===== config.mk =====
export PLATFORM = sky130hd
export DESIGN_NAME = dscw_top
export DESIGN_NICKNAME = d
export VERILOG_FILES = /design/src/rtl/dscw_pkg.sv /design/src/rtl/dscw_top.sv
export SDC_FILE = /design/constraint.sdc
export NUM_CORES = 1
export LEC_CHECK = 0
export BUFFER_PORTS_ARGS = -buffer_cell sky130_fd_sc_hd__buf_2
export CORE_MARGIN = 4
export CORE_UTILIZATION = 58
export CTS_CLUSTER_SIZE = 20
export DETAILED_ROUTE_END_ITERATION = 12
export PLACE_DENSITY = 0.85
export SLEW_MARGIN = 20
export SYNTH_ARGS = -nofsm -noshare
export SYNTH_HDL_FRONTEND = slang
export SYNTH_SLANG_ARGS = --single-unit

===== constraint.sdc =====
create_clock -name CLK_SYS_I -period 4.4 [get_ports CLK_SYS_I]
set_clock_uncertainty 0.15 [all_clocks]
set_input_delay 0.66 -clock CLK_SYS_I [delete_from_list [all_inputs] [get_ports CLK_SYS_I]]
set_output_delay 0.66 -clock CLK_SYS_I [all_outputs]
set_load 0.02 [all_outputs]

===== src/rtl/dscw_pkg.sv =====
`default_nettype none
package dscw_pkg;

   // Parameter addresses on the fieldbus parameter port
   localparam logic [15:0] ADDR_COMMAND_WORD = 16'h1B02;
   localparam logic [15:0] ADDR_STATE_REPORT = 16'h1B04;
   localparam logic [15:0] ADDR_MODE_SELECT  = 16'h1B06;
   localparam logic [15:0] ADDR_MODE_ACTIVE  = 16'h1B08;
   localparam logic [15:0] ADDR_JOG_REQUEST  = 16'h1B12;

   // Reset values
   localparam logic [15:0] COMMAND_WORD_RST  = 16'h0000;
   localparam logic [2:0]  JOG_REQUEST_RST   = 3'h0;
   localparam logic [15:0] MODE_SELECT_RST   = 16'h0000;

   // Command word fields
   localparam int CW_SWITCH_ON   = 0;
   localparam int CW_EN_VOLTAGE  = 1;
   localparam int CW_QUICK_STOP  = 2;
   localparam int CW_EN_OPER     = 3;
   localparam int CW_MODE_LSB    = 4;
   localparam int CW_MODE_MSB    = 6;
   localparam int CW_FAULT_RESET = 7;
   localparam int CW_HALT        = 8;

   // State report fields
   localparam int SR_READY       = 0;
   localparam int SR_SWITCHED_ON = 1;
   localparam int SR_OPER_EN     = 2;
   localparam int SR_FAULT       = 3;
   localparam int SR_VOLTAGE     = 4;
   localparam int SR_QUICK_STOP  = 5;
   localparam int SR_SW_ON_DIS   = 6;
   localparam int SR_HALT        = 8;

   // Operating mode codes
   localparam logic signed [15:0] MODE_MIN      = -16'sd6;
   localparam logic signed [15:0] MODE_MAX      = 16'sd6;
   localparam logic signed [15:0] MODE_PROF_POS = 16'sd1;
   localparam logic signed [15:0] MODE_PROF_VEL = 16'sd3;
   localparam logic signed [15:0] MODE_HOMING   = 16'sd6;
   localparam logic signed [15:0] MODE_JOG      = -16'sd1;

   // Operating states, numbered 2 to 9 in the state report
   typedef enum logic [2:0] {
      ST_NOT_READY,
      ST_SW_ON_DIS,
      ST_READY,
      ST_SWITCHED_ON,
      ST_OPER_EN,
      ST_QUICK_STOP,
      ST_FAULT_REACT,
      ST_FAULT
   } dscw_state_t;

   // Local enable stepping goal
   typedef enum logic [1:0] {
      GOAL_NONE,
      GOAL_UP,
      GOAL_DOWN
   } dscw_goal_t;

endpackage : dscw_pkg
`default_nettype wire


===== src/rtl/dscw_top.sv =====
// How it works
// - State changes come from fieldbus writes, local inputs, or automatic events.
// - Only command bits 0-3 and 7 decode; bit 7 rising clears fault to 3.
// - Pattern x110 is shutdown: states 3, 5, 6 go to state 4.
// - Pattern 111 switches on; bit 3 then selects state 5 or state 6.
// - Bit 1 clear disables voltage: states 4 to 7 go to state 3.
// - Bit 2 clear with bit 1 set is quick stop: to 3 or to 7.
// - Don't-care bits never affect whether a transition is taken.
// - Bits 4-6 are mode settings and never steer the state machine.
// - Command bit 8 set holds a halt request on the motion.
// - One mode at a time; a new mode only after the old one ended.
// - Mode ends at standstill; a fault cancels it and allows a new start.
// - Mode selection is accepted only in state 6 with the voltage OK pin high.
// - Jog request is written first; the mode-select write starts the mode.
// - Mode select accepts -6 to 6; 1, 3, 6 and -1 are named modes.
// - Jog bits: 0 positive, 1 negative, 2 fast; value range 0 to 7.
// - Position and homing modes start on a rising command bit 4.
// - Other modes see bits 4-6 as mode-specific settings.
// - State report bits 0-3, 5, 6 encode states 2 to 9.
`default_nettype none
module dscw_top
   import dscw_pkg::*;
(
   input  wire logic        CLK_SYS_I,
   input  wire logic        RST_N_I,
   input  wire logic        PAR_WR_I,
   input  wire logic        PAR_RD_I,
   input  wire logic [15:0] PAR_ADDR_I,
   input  wire logic [15:0] PAR_WDATA_I,
   output logic      [15:0] PAR_RDATA_O,
   input  wire logic        ENABLE_I,
   input  wire logic        FAULT_CLEAR_I,
   input  wire logic        FAULT_I,
   input  wire logic        VOLTAGE_OK_I,
   input  wire logic        STANDSTILL_I,
   output logic      [2:0]  DRIVE_STATE_O,
   output logic             HALT_O,
   output logic      [2:0]  MODE_BITS_O,
   output logic      [15:0] MODE_ACTIVE_O,
   output logic             MODE_BUSY_O,
   output logic             MODE_GO_O,
   output logic      [2:0]  JOG_O
);
   import dscw_pkg::*;

   ////////////////////////////////////////////////////////////////////////
   // Pin synchronisers

   logic [4:0] pin_meta;
   logic [4:0] pin_sync;
   logic [1:0] edge_prev;

   // Every pin passes two flops before anything looks at it
   always_ff @(posedge CLK_SYS_I or negedge RST_N_I) begin
      if (!RST_N_I) begin
         pin_meta <= 5'h00;
         pin_sync <= 5'h00;
      end else begin
         pin_meta <= {STANDSTILL_I, VOLTAGE_OK_I, FAULT_I,
                      FAULT_CLEAR_I, ENABLE_I};
         pin_sync <= pin_meta;
      end
   end

   logic en_lvl;
   logic clr_lvl;
   logic fault_lvl;
   logic volt_ok;
   logic standstill;
   assign en_lvl     = pin_sync[0];
   assign clr_lvl    = pin_sync[1];
   assign fault_lvl  = pin_sync[2];
   assign volt_ok    = pin_sync[3];
   assign standstill = pin_sync[4];

   // Edge memory for enable and fault-clear
   always_ff @(posedge CLK_SYS_I or negedge RST_N_I) begin
      if (!RST_N_I) begin
         edge_prev <= 2'h0;
      end else begin
         edge_prev <= {clr_lvl, en_lvl};
      end
   end

   logic en_rise;
   logic en_fall;
   logic clr_rise;
   assign en_rise  = en_lvl & ~edge_prev[0];
   assign en_fall  = ~en_lvl & edge_prev[0];
   assign clr_rise = clr_lvl & ~edge_prev[1];

   ////////////////////////////////////////////////////////////////////////
   // Parameter registers

   logic [15:0]        cmd_word;
   logic [2:0]         jog_req;
   logic signed [15:0] mode_sel;
   logic signed [15:0] mode_act;
   logic               mode_busy;
   logic               cmd_pending;
   logic               wr_cmd;
   logic               wr_mode;
   logic               wr_jog;
   logic               fault_edge;
   logic               mode_ok;
   logic               mode_accept;
   dscw_state_t        state;

   assign wr_cmd  = PAR_WR_I && (PAR_ADDR_I == ADDR_COMMAND_WORD);
   assign wr_mode = PAR_WR_I && (PAR_ADDR_I == ADDR_MODE_SELECT);
   assign wr_jog  = PAR_WR_I && (PAR_ADDR_I == ADDR_JOG_REQUEST);

   // Fault reset is an edge of bit 7 between old and new word
   assign fault_edge = wr_cmd && PAR_WDATA_I[CW_FAULT_RESET]
                       && !cmd_word[CW_FAULT_RESET];

   // Mode code must be in range, drive enabled and previous mode ended
   assign mode_ok = ($signed(PAR_WDATA_I) >= MODE_MIN)
                    && ($signed(PAR_WDATA_I) <= MODE_MAX);
   assign mode_accept = wr_mode && mode_ok
                        && (state == ST_OPER_EN) && volt_ok
                        && !mode_busy;

   // Command word stored whole; reserved bits are the master's duty
   always_ff @(posedge CLK_SYS_I or negedge RST_N_I) begin
      if (!RST_N_I) begin
         cmd_word <= COMMAND_WORD_RST;
      end else if (wr_cmd) begin
         cmd_word <= PAR_WDATA_I;
      end
   end

   // Jog request keeps only its three defined bits
   always_ff @(posedge CLK_SYS_I or negedge RST_N_I) begin
      if (!RST_N_I) begin
         jog_req <= JOG_REQUEST_RST;
      end else if (wr_jog) begin
         jog_req <= PAR_WDATA_I[2:0];
      end
   end

   // Selected mode reads back what was last accepted
   always_ff @(posedge CLK_SYS_I or negedge RST_N_I) begin
      if (!RST_N_I) begin
         mode_sel <= MODE_SELECT_RST;
      end else if (mode_accept) begin
         mode_sel <= $signed(PAR_WDATA_I);
      end
   end

   ////////////////////////////////////////////////////////////////////////
   // Operating state machine

   dscw_state_t next_state;
   dscw_goal_t  goal;
   dscw_goal_t  next_goal;
   logic [3:0]  cmd_bits;
   logic        cmd_step;

   // Bus commands are re-evaluated after a write until nothing moves,
   // so 1111 from state 4 walks through 5 into 6
   always_ff @(posedge CLK_SYS_I or negedge RST_N_I) begin
      if (!RST_N_I) begin
         cmd_pending <= 1'b0;
      end else if (wr_cmd) begin
         cmd_pending <= 1'b1;
      end else if (!cmd_step) begin
         cmd_pending <= 1'b0;
      end
   end

   // Only bits 0 to 3 take part; 4 to 6 and 8 never steer a state
   assign cmd_bits = cmd_word[3:0];

   always_comb begin
      next_state = state;
      next_goal  = goal;
      cmd_step   = 1'b0;
      if (en_rise) begin
         next_goal = GOAL_UP;
      end else if (en_fall) begin
         next_goal = GOAL_DOWN;
      end
      unique case (state)
         ST_NOT_READY: begin
            if (volt_ok) begin
               next_state = ST_SW_ON_DIS;
            end
         end
         ST_FAULT_REACT: begin
            next_state = ST_FAULT;
         end
         ST_FAULT: begin
            if (fault_edge && !fault_lvl) begin
               next_state = ST_SW_ON_DIS;
            end else if (clr_rise && !fault_lvl) begin
               next_state = ST_READY;
               next_goal  = en_lvl ? GOAL_UP : GOAL_NONE;
            end
         end
         default: begin
            if (fault_lvl) begin
               next_state = ST_FAULT_REACT;
               next_goal  = GOAL_NONE;
            end else if (cmd_pending) begin
               cmd_step = 1'b1;
               // Checks run in order so masked bits cannot matter
               if (!cmd_bits[CW_EN_VOLTAGE]) begin
                  if (state != ST_SW_ON_DIS) begin
                     next_state = ST_SW_ON_DIS;
                  end else begin
                     cmd_step = 1'b0;
                  end
               end else if (!cmd_bits[CW_QUICK_STOP]) begin
                  if (state == ST_OPER_EN) begin
                     next_state = ST_QUICK_STOP;
                  end else if (state == ST_READY
                               || state == ST_SWITCHED_ON) begin
                     next_state = ST_SW_ON_DIS;
                  end else begin
                     cmd_step = 1'b0;
                  end
               end else if (!cmd_bits[CW_SWITCH_ON]) begin
                  if (state == ST_SW_ON_DIS || state == ST_SWITCHED_ON
                      || state == ST_OPER_EN) begin
                     next_state = ST_READY;
                  end else begin
                     cmd_step = 1'b0;
                  end
               end else if (state == ST_READY) begin
                  next_state = ST_SWITCHED_ON;
               end else if (state == ST_SWITCHED_ON
                            && cmd_bits[CW_EN_OPER]) begin
                  next_state = ST_OPER_EN;
               end else if ((state == ST_OPER_EN
                             || state == ST_QUICK_STOP)
                            && !cmd_bits[CW_EN_OPER]) begin
                  next_state = ST_SWITCHED_ON;
               end else if (state == ST_QUICK_STOP) begin
                  next_state = ST_OPER_EN;
               end else begin
                  cmd_step = 1'b0;
               end
            end else if (state == ST_QUICK_STOP && standstill) begin
               next_state = ST_SW_ON_DIS;
            end else if (goal == GOAL_UP) begin
               if (state == ST_READY) begin
                  next_state = ST_SWITCHED_ON;
               end else if (state == ST_SWITCHED_ON) begin
                  next_state = ST_OPER_EN;
                  next_goal  = GOAL_NONE;
               end else begin
                  next_goal = GOAL_NONE;
               end
            end else if (goal == GOAL_DOWN) begin
               if (state == ST_OPER_EN) begin
                  next_state = ST_SWITCHED_ON;
               end else if (state == ST_SWITCHED_ON) begin
                  next_state = ST_READY;
                  next_goal  = GOAL_NONE;
               end else begin
                  next_goal = GOAL_NONE;
               end
            end
         end
      endcase
   end

   // State and local goal registers
   always_ff @(posedge CLK_SYS_I or negedge RST_N_I) begin
      if (!RST_N_I) begin
         state <= ST_NOT_READY;
         goal  <= GOAL_NONE;
      end else begin
         state <= next_state;
         goal  <= next_goal;
      end
   end

   ////////////////////////////////////////////////////////////////////////
   // Operating modes

   logic go_bit_prev;

   // A mode runs until standstill; a fault cancels it outright
   always_ff @(posedge CLK_SYS_I or negedge RST_N_I) begin
      if (!RST_N_I) begin
         mode_busy <= 1'b0;
         mode_act  <= MODE_SELECT_RST;
      end else if (mode_accept) begin
         mode_busy <= 1'b1;
         mode_act  <= $signed(PAR_WDATA_I);
      end else if (standstill || state != ST_OPER_EN) begin
         mode_busy <= 1'b0;
      end
   end

   // Position and homing wait for command bit 4 to start
   function automatic logic dscw_waits_bit4(input logic signed [15:0] m);
      return (m == MODE_PROF_POS) || (m == MODE_HOMING);
   endfunction : dscw_waits_bit4

   // Start strobe: judged on the code being accepted, since the active
   // mode still holds the old code in the accepting cycle
   always_ff @(posedge CLK_SYS_I or negedge RST_N_I) begin
      if (!RST_N_I) begin
         go_bit_prev <= 1'b0;
         MODE_GO_O   <= 1'b0;
      end else begin
         go_bit_prev <= cmd_word[CW_MODE_LSB];
         if (mode_accept) begin
            MODE_GO_O <= !dscw_waits_bit4($signed(PAR_WDATA_I));
         end else begin
            MODE_GO_O <= dscw_waits_bit4(mode_act) && mode_busy
                         && (state == ST_OPER_EN)
                         && cmd_word[CW_MODE_LSB] && !go_bit_prev;
         end
      end
   end

   ////////////////////////////////////////////////////////////////////////
   // State report and read port

   // Fixed patterns of flags bits 6,5,3,2,1,0 per state
   function automatic logic [15:0] dscw_report(input dscw_state_t st,
                                               input logic volt,
                                               input logic halt);
      logic [15:0] r;
      r = 16'h0000;
      unique case (st)
         ST_NOT_READY:   r = 16'h0000;
         ST_SW_ON_DIS:   r = 16'h0040;
         ST_READY:       r = 16'h0021;
         ST_SWITCHED_ON: r = 16'h0023;
         ST_OPER_EN:     r = 16'h0027;
         ST_QUICK_STOP:  r = 16'h0007;
         ST_FAULT_REACT: r = 16'h000F;
         ST_FAULT:       r = 16'h000F;
      endcase
      r[SR_VOLTAGE] = volt;
      r[SR_HALT]    = halt;
      return r;
   endfunction : dscw_report

   // Read data one cycle after the strobe; unmapped reads give zero
   always_ff @(posedge CLK_SYS_I or negedge RST_N_I) begin
      if (!RST_N_I) begin
         PAR_RDATA_O <= 16'h0000;
      end else if (PAR_RD_I) begin
         unique case (PAR_ADDR_I)
            ADDR_COMMAND_WORD: PAR_RDATA_O <= cmd_word;
            ADDR_STATE_REPORT: PAR_RDATA_O <= dscw_report(state, volt_ok,
                                   cmd_word[CW_HALT]);
            ADDR_MODE_SELECT:  PAR_RDATA_O <= mode_sel;
            ADDR_MODE_ACTIVE:  PAR_RDATA_O <= mode_act;
            ADDR_JOG_REQUEST:  PAR_RDATA_O <= {13'h0000, jog_req};
            default:           PAR_RDATA_O <= 16'h0000;
         endcase
      end
   end

   // Status outputs straight from flops
   assign DRIVE_STATE_O = state;
   assign HALT_O        = cmd_word[CW_HALT];
   assign MODE_BITS_O   = cmd_word[CW_MODE_MSB:CW_MODE_LSB];
   assign MODE_ACTIVE_O = mode_act;
   assign MODE_BUSY_O   = mode_busy;
   assign JOG_O         = jog_req;

endmodule : dscw_top
`default_nettype wire

==> flow_results.xml <==
<?xml version="1.0" encoding="UTF-8"?>
<metrics>
  <group name="critical_path">
    <metric name="worst-endpoint-required" unit="ns">4.48</metric>
    <metric name="timing.critical_path.buf_inv" unit="">1</metric>
    <metric name="ff2ff_setup_slack" unit="ns">1.56</metric>
    <metric name="worstSetupStartpoint" unit="">PAR_ADDR_I[13]</metric>
    <metric name="cp.arrival" unit="ns">3.28</metric>
    <metric name="crit_path_max_incr_delay" unit="ns">0.76</metric>
    <metric name="cpMaxStageDelayCell" unit="">or3_1</metric>
    <metric name="timing.critical_path.fanout_max" unit="">18</metric>
    <metric name="crit_chain" unit="">buf_2 &gt; or4b_4 &gt; or4_4 &gt; or3_1 &gt; o21bai_4 &gt; nor4b_1 &gt; a2111oi_2</metric>
    <metric name="crit-reg2reg-capture" unit="">MODE_ACTIVE_O[8]</metric>
    <metric name="cpLargestDelayFamily" unit="">simple AND/OR/NAND/NOR gates</metric>
    <metric name="reg2reg_from" unit="">DRIVE_STATE_O[2]</metric>
    <metric name="r2r.worst_path.cells" unit="">5</metric>
    <metric name="timing.critical_path.to_type" unit="">flip-flop</metric>
    <metric name="timing.setup.critical_path_class" unit="">input pin to flip-flop</metric>
    <metric name="critical_path.startpoint_type" unit="">input pin</metric>
  </group>
  <group name="floorplanning">
    <metric name="initial_utilization" unit="">0.607</metric>
    <metric name="core" unit="um2">5990</metric>
    <metric name="dieWidth" unit="um">87.2</metric>
    <metric name="io_pins" unit="">85</metric>
    <metric name="die_area" unit="um2">7600</metric>
    <metric name="rows" unit="">28</metric>
    <metric name="die_h" unit="um">87.2</metric>
  </group>
  <group name="routing">
    <metric name="route.antenna.remaining_nets" unit="">0</metric>
    <metric name="topRoutingLayerUsed" unit="">met4</metric>
    <metric name="initialDrtViolationCount" unit="">326</metric>
    <metric name="detail_route.wl_per_cell" unit="um">19.2</metric>
    <metric name="met3_wirelength" unit="um">862</metric>
    <metric name="drt-pass1-iter-count" unit="">5</metric>
    <metric name="dr_total_vias" unit="">3259</metric>
    <metric name="detailroute.wirelength.met2" unit="mm">4.54</metric>
    <metric name="drt-met1-wl" unit="mm">4.32</metric>
    <metric name="route.final.wire_length" unit="mm">9.99</metric>
    <metric name="drt-vias-per-instance" unit="">6.26</metric>
    <metric name="drc" unit="">0</metric>
  </group>
  <group name="cells_and_area">
    <metric name="layout.cell_area.non_filler" unit="um2">4280</metric>
    <metric name="final_common_cell" unit="">buf_2</metric>
    <metric name="layout-area-overhead-vs-synth" unit="%">17.7</metric>
    <metric name="layout_common_cells" unit="">84 x buf_2, 72 x dfrtp_1, 47 x nand2_1, 21 x inv_1, 21 x o21ai_0</metric>
    <metric name="antenna-diode-count" unit="">0</metric>
    <metric name="n_fill_cell" unit="">448</metric>
    <metric name="drive_gt1_frac" unit="">0.316</metric>
    <metric name="finalNonFillerCells" unit="">521</metric>
    <metric name="final_net_count" unit="">482</metric>
    <metric name="multi_input_area" unit="um2">1650</metric>
    <metric name="seqCellArea" unit="um2">1800</metric>
  </group>
  <group name="run_status">
    <metric name="run_status" unit="">completed</metric>
  </group>
  <group name="power">
    <metric name="power_leakage" unit="nW">2.10</metric>
    <metric name="clock_power_share" unit="">0.323</metric>
    <metric name="swShare" unit="">0.332</metric>
    <metric name="power.density" unit="nW/um2">384</metric>
    <metric name="internal_power" unit="mW">1.10</metric>
    <metric name="irDropWorstVdd" unit="mV">0.436</metric>
    <metric name="power_dissipated_by_switching_net_loads" unit="uW">546</metric>
    <metric name="power.share.combinational" unit="">0.214</metric>
    <metric name="power_frac_seq" unit="">0.462</metric>
  </group>
  <group name="clocking">
    <metric name="ctsLongestPathBuffers" unit="">2</metric>
    <metric name="tritoncts" unit="">yes</metric>
    <metric name="cts_hold_repair.buffers" unit="">0</metric>
    <metric name="postcts_resize_cnt" unit="">0</metric>
    <metric name="htree_levels" unit="">3</metric>
    <metric name="clkSlewWorstSetupHoldPaths" unit="ns">0.07</metric>
    <metric name="postCtsSetupBuffers" unit="">0</metric>
    <metric name="cts_root_buffer" unit="">clkbuf_8</metric>
    <metric name="cts_sinks" unit="">72</metric>
    <metric name="clk_latency" unit="ns">0.35</metric>
    <metric name="cts_inserted_buffers" unit="">9</metric>
  </group>
  <group name="grt">
    <metric name="antenna_found_initial" unit="">0</metric>
    <metric name="groute.usage.overall" unit="">0.275</metric>
    <metric name="grt_pass1_wl" unit="mm">15.9</metric>
    <metric name="grt_max_degree" unit="">40</metric>
    <metric name="grt_overflow_total" unit="">0</metric>
    <metric name="number_of_global_route_vias_before_repair" unit="">3197</metric>
  </group>
  <group name="hold_path">
    <metric name="worstHoldStart" unit="">pin_meta[2]</metric>
    <metric name="hold_class" unit="">flip-flop to flip-flop</metric>
    <metric name="count_of_cells_along_the_worst_hold_path" unit="">0</metric>
    <metric name="worstHoldEndpoint" unit="">pin_sync[2]</metric>
  </group>
  <group name="job">
    <metric name="max_cap_viols" unit="">0</metric>
  </group>
  <group name="timing">
    <metric name="tightest_slew" unit="ns">1.06</metric>
    <metric name="period_needed" unit="ns">3.20</metric>
    <metric name="max_freq" unit="GHz">0.312</metric>
    <metric name="drv_slew" unit="">0</metric>
    <metric name="final_period_util" unit="">0.728</metric>
    <metric name="worst_slew_margin_rel" unit="">0.296</metric>
    <metric name="tns" unit="ns">0</metric>
    <metric name="setup_repair_after_global_routing_missed_its_margin" unit="">false</metric>
    <metric name="final-hold-violation-count" unit="">0</metric>
    <metric name="setup_viol" unit="">0</metric>
  </group>
  <group name="logic_synthesis">
    <metric name="ys.flop_type" unit="">dfrtp_1</metric>
    <metric name="synthArstFlopShare" unit="">1.00</metric>
    <metric name="ys_types" unit="">56</metric>
    <metric name="number_of_synthesized_flops_with_an_enable_pin" unit="">0</metric>
    <metric name="syn_avg_cell_area" unit="um2">10.0</metric>
    <metric name="yosys_register_bits" unit="">72</metric>
    <metric name="yosysSeqAreaShare" unit="">0.496</metric>
    <metric name="ys.warnings.count" unit="">0</metric>
    <metric name="synth_fp_nets" unit="">403</metric>
    <metric name="netlist_instances" unit="">362</metric>
    <metric name="post_syn_area" unit="um2">3630</metric>
  </group>
  <group name="placed_design">
    <metric name="gp_routability_congestion" unit="">0.949</metric>
    <metric name="dp_hpwl" unit="mm">7.18</metric>
    <metric name="post-place-cells" unit="">505</metric>
    <metric name="postPlaceCellArea" unit="um2">4070</metric>
    <metric name="port_buffers" unit="">84</metric>
  </group>
</metrics>
## per-stage QoR
stage / worst slack, ns / utilization / hold slack, ns / power [mW]
finish: 1.20 / 0.714 / 0.200 / 1.64
global route: 1.15 / 0.714 / 0.206 / 1.72
CTS: 1.22 / 0.712 / 0.201 / 1.64
detailed placement: 0.857 / 0.679 / 0.185 / 1.11
global placement: 0.938 / 0.679 / 0.183 / 1.11
floorplan: 1.46 / - / 0.181 / 1.00
## worst max path at each step
stage                             end  slack (ns)  cells past startpoint
after floorplan           cmd_word[0]        1.46                      6
after global placement        goal[0]        0.94                      7
after detailed placement      goal[0]        0.86                      7
after CTS                     goal[0]        1.22                      7
after global routing          goal[0]        1.15                      7
final                         goal[0]        1.20                      7
## logic make-up after synthesis
| family | count (synthesis) | share of synthesized area |
|---|---|---|
| AOI/OAI and AO/OA | 93 | 0.173 |
| DFF | 72 | 0.496 |
| muxes | 24 | 0.0837 |
| and+or+nand+nor | 132 | 0.196 |
| buffers and inverters | 41 | 0.0513 |
## metal layers
layer	GRT usage	vias up
li1	-	1483
met1	0.372	1577
met2	0.422	177
met3	0.0624	22
met4	0.128	0
met5	0	-
## flip-flops by register name, indices dropped and copies added, names as in the netlist
name	count
DRIVE_STATE_O	3
pin_sync	5
go_bit_prev	1
MODE_BUSY_O	1
edge_prev	2
JOG_O	3
cmd_pending	1
MODE_GO_O	1
MODE_ACTIVE_O	16
PAR_RDATA_O	16
goal	2
cmd_word	16
pin_meta	5
## cell usage after synthesis (4+ instances only)
cell / number / share of area
clkbuf_1: 11 / 0.011
nand4_1: 4 / 0.0069
a22oi_1: 8 / 0.017
dfrtp_1: 72 / 0.50
inv_1: 21 / 0.022
mux2_4: 9 / 0.037
a222oi_1: 5 / 0.014
a31oi_1: 7 / 0.012
nor2b_1: 7 / 0.012
nand2b_1: 7 / 0.012
nor2_1: 16 / 0.017
nor3_1: 8 / 0.011
nand2_1: 47 / 0.049
nand3_1: 6 / 0.0083
mux2_2: 15 / 0.046
o21ai_0: 21 / 0.029
nor4_1: 7 / 0.012
o22ai_1: 18 / 0.031
a21oi_1: 15 / 0.021
## area by class of cell
type / count / share of cell area
inverters: 21 / 0.0184
repair buffers: 88 / 0.105
multi-input cells: 249 / 0.387
clock buffers: 10 / 0.0299
well taps: 75 / 0.0219
clock inverters: 6 / 0.0161
flip-flops and latches: 72 / 0.421
## power by group through the flow
stage / clock (mW) / combinational [mW] / sequential (mW)
6_report: 0.531 / 0.352 / 0.759
5_1_grt: 0.567 / 0.390 / 0.768
4_1_cts: 0.537 / 0.348 / 0.756
3_5_place_dp: 0 / 0.346 / 0.769
3_3_place_gp: 0 / 0.342 / 0.769
2_1_floorplan: 0 / 0.267 / 0.738
No activity file was read; power rests on OpenSTA's default activity.
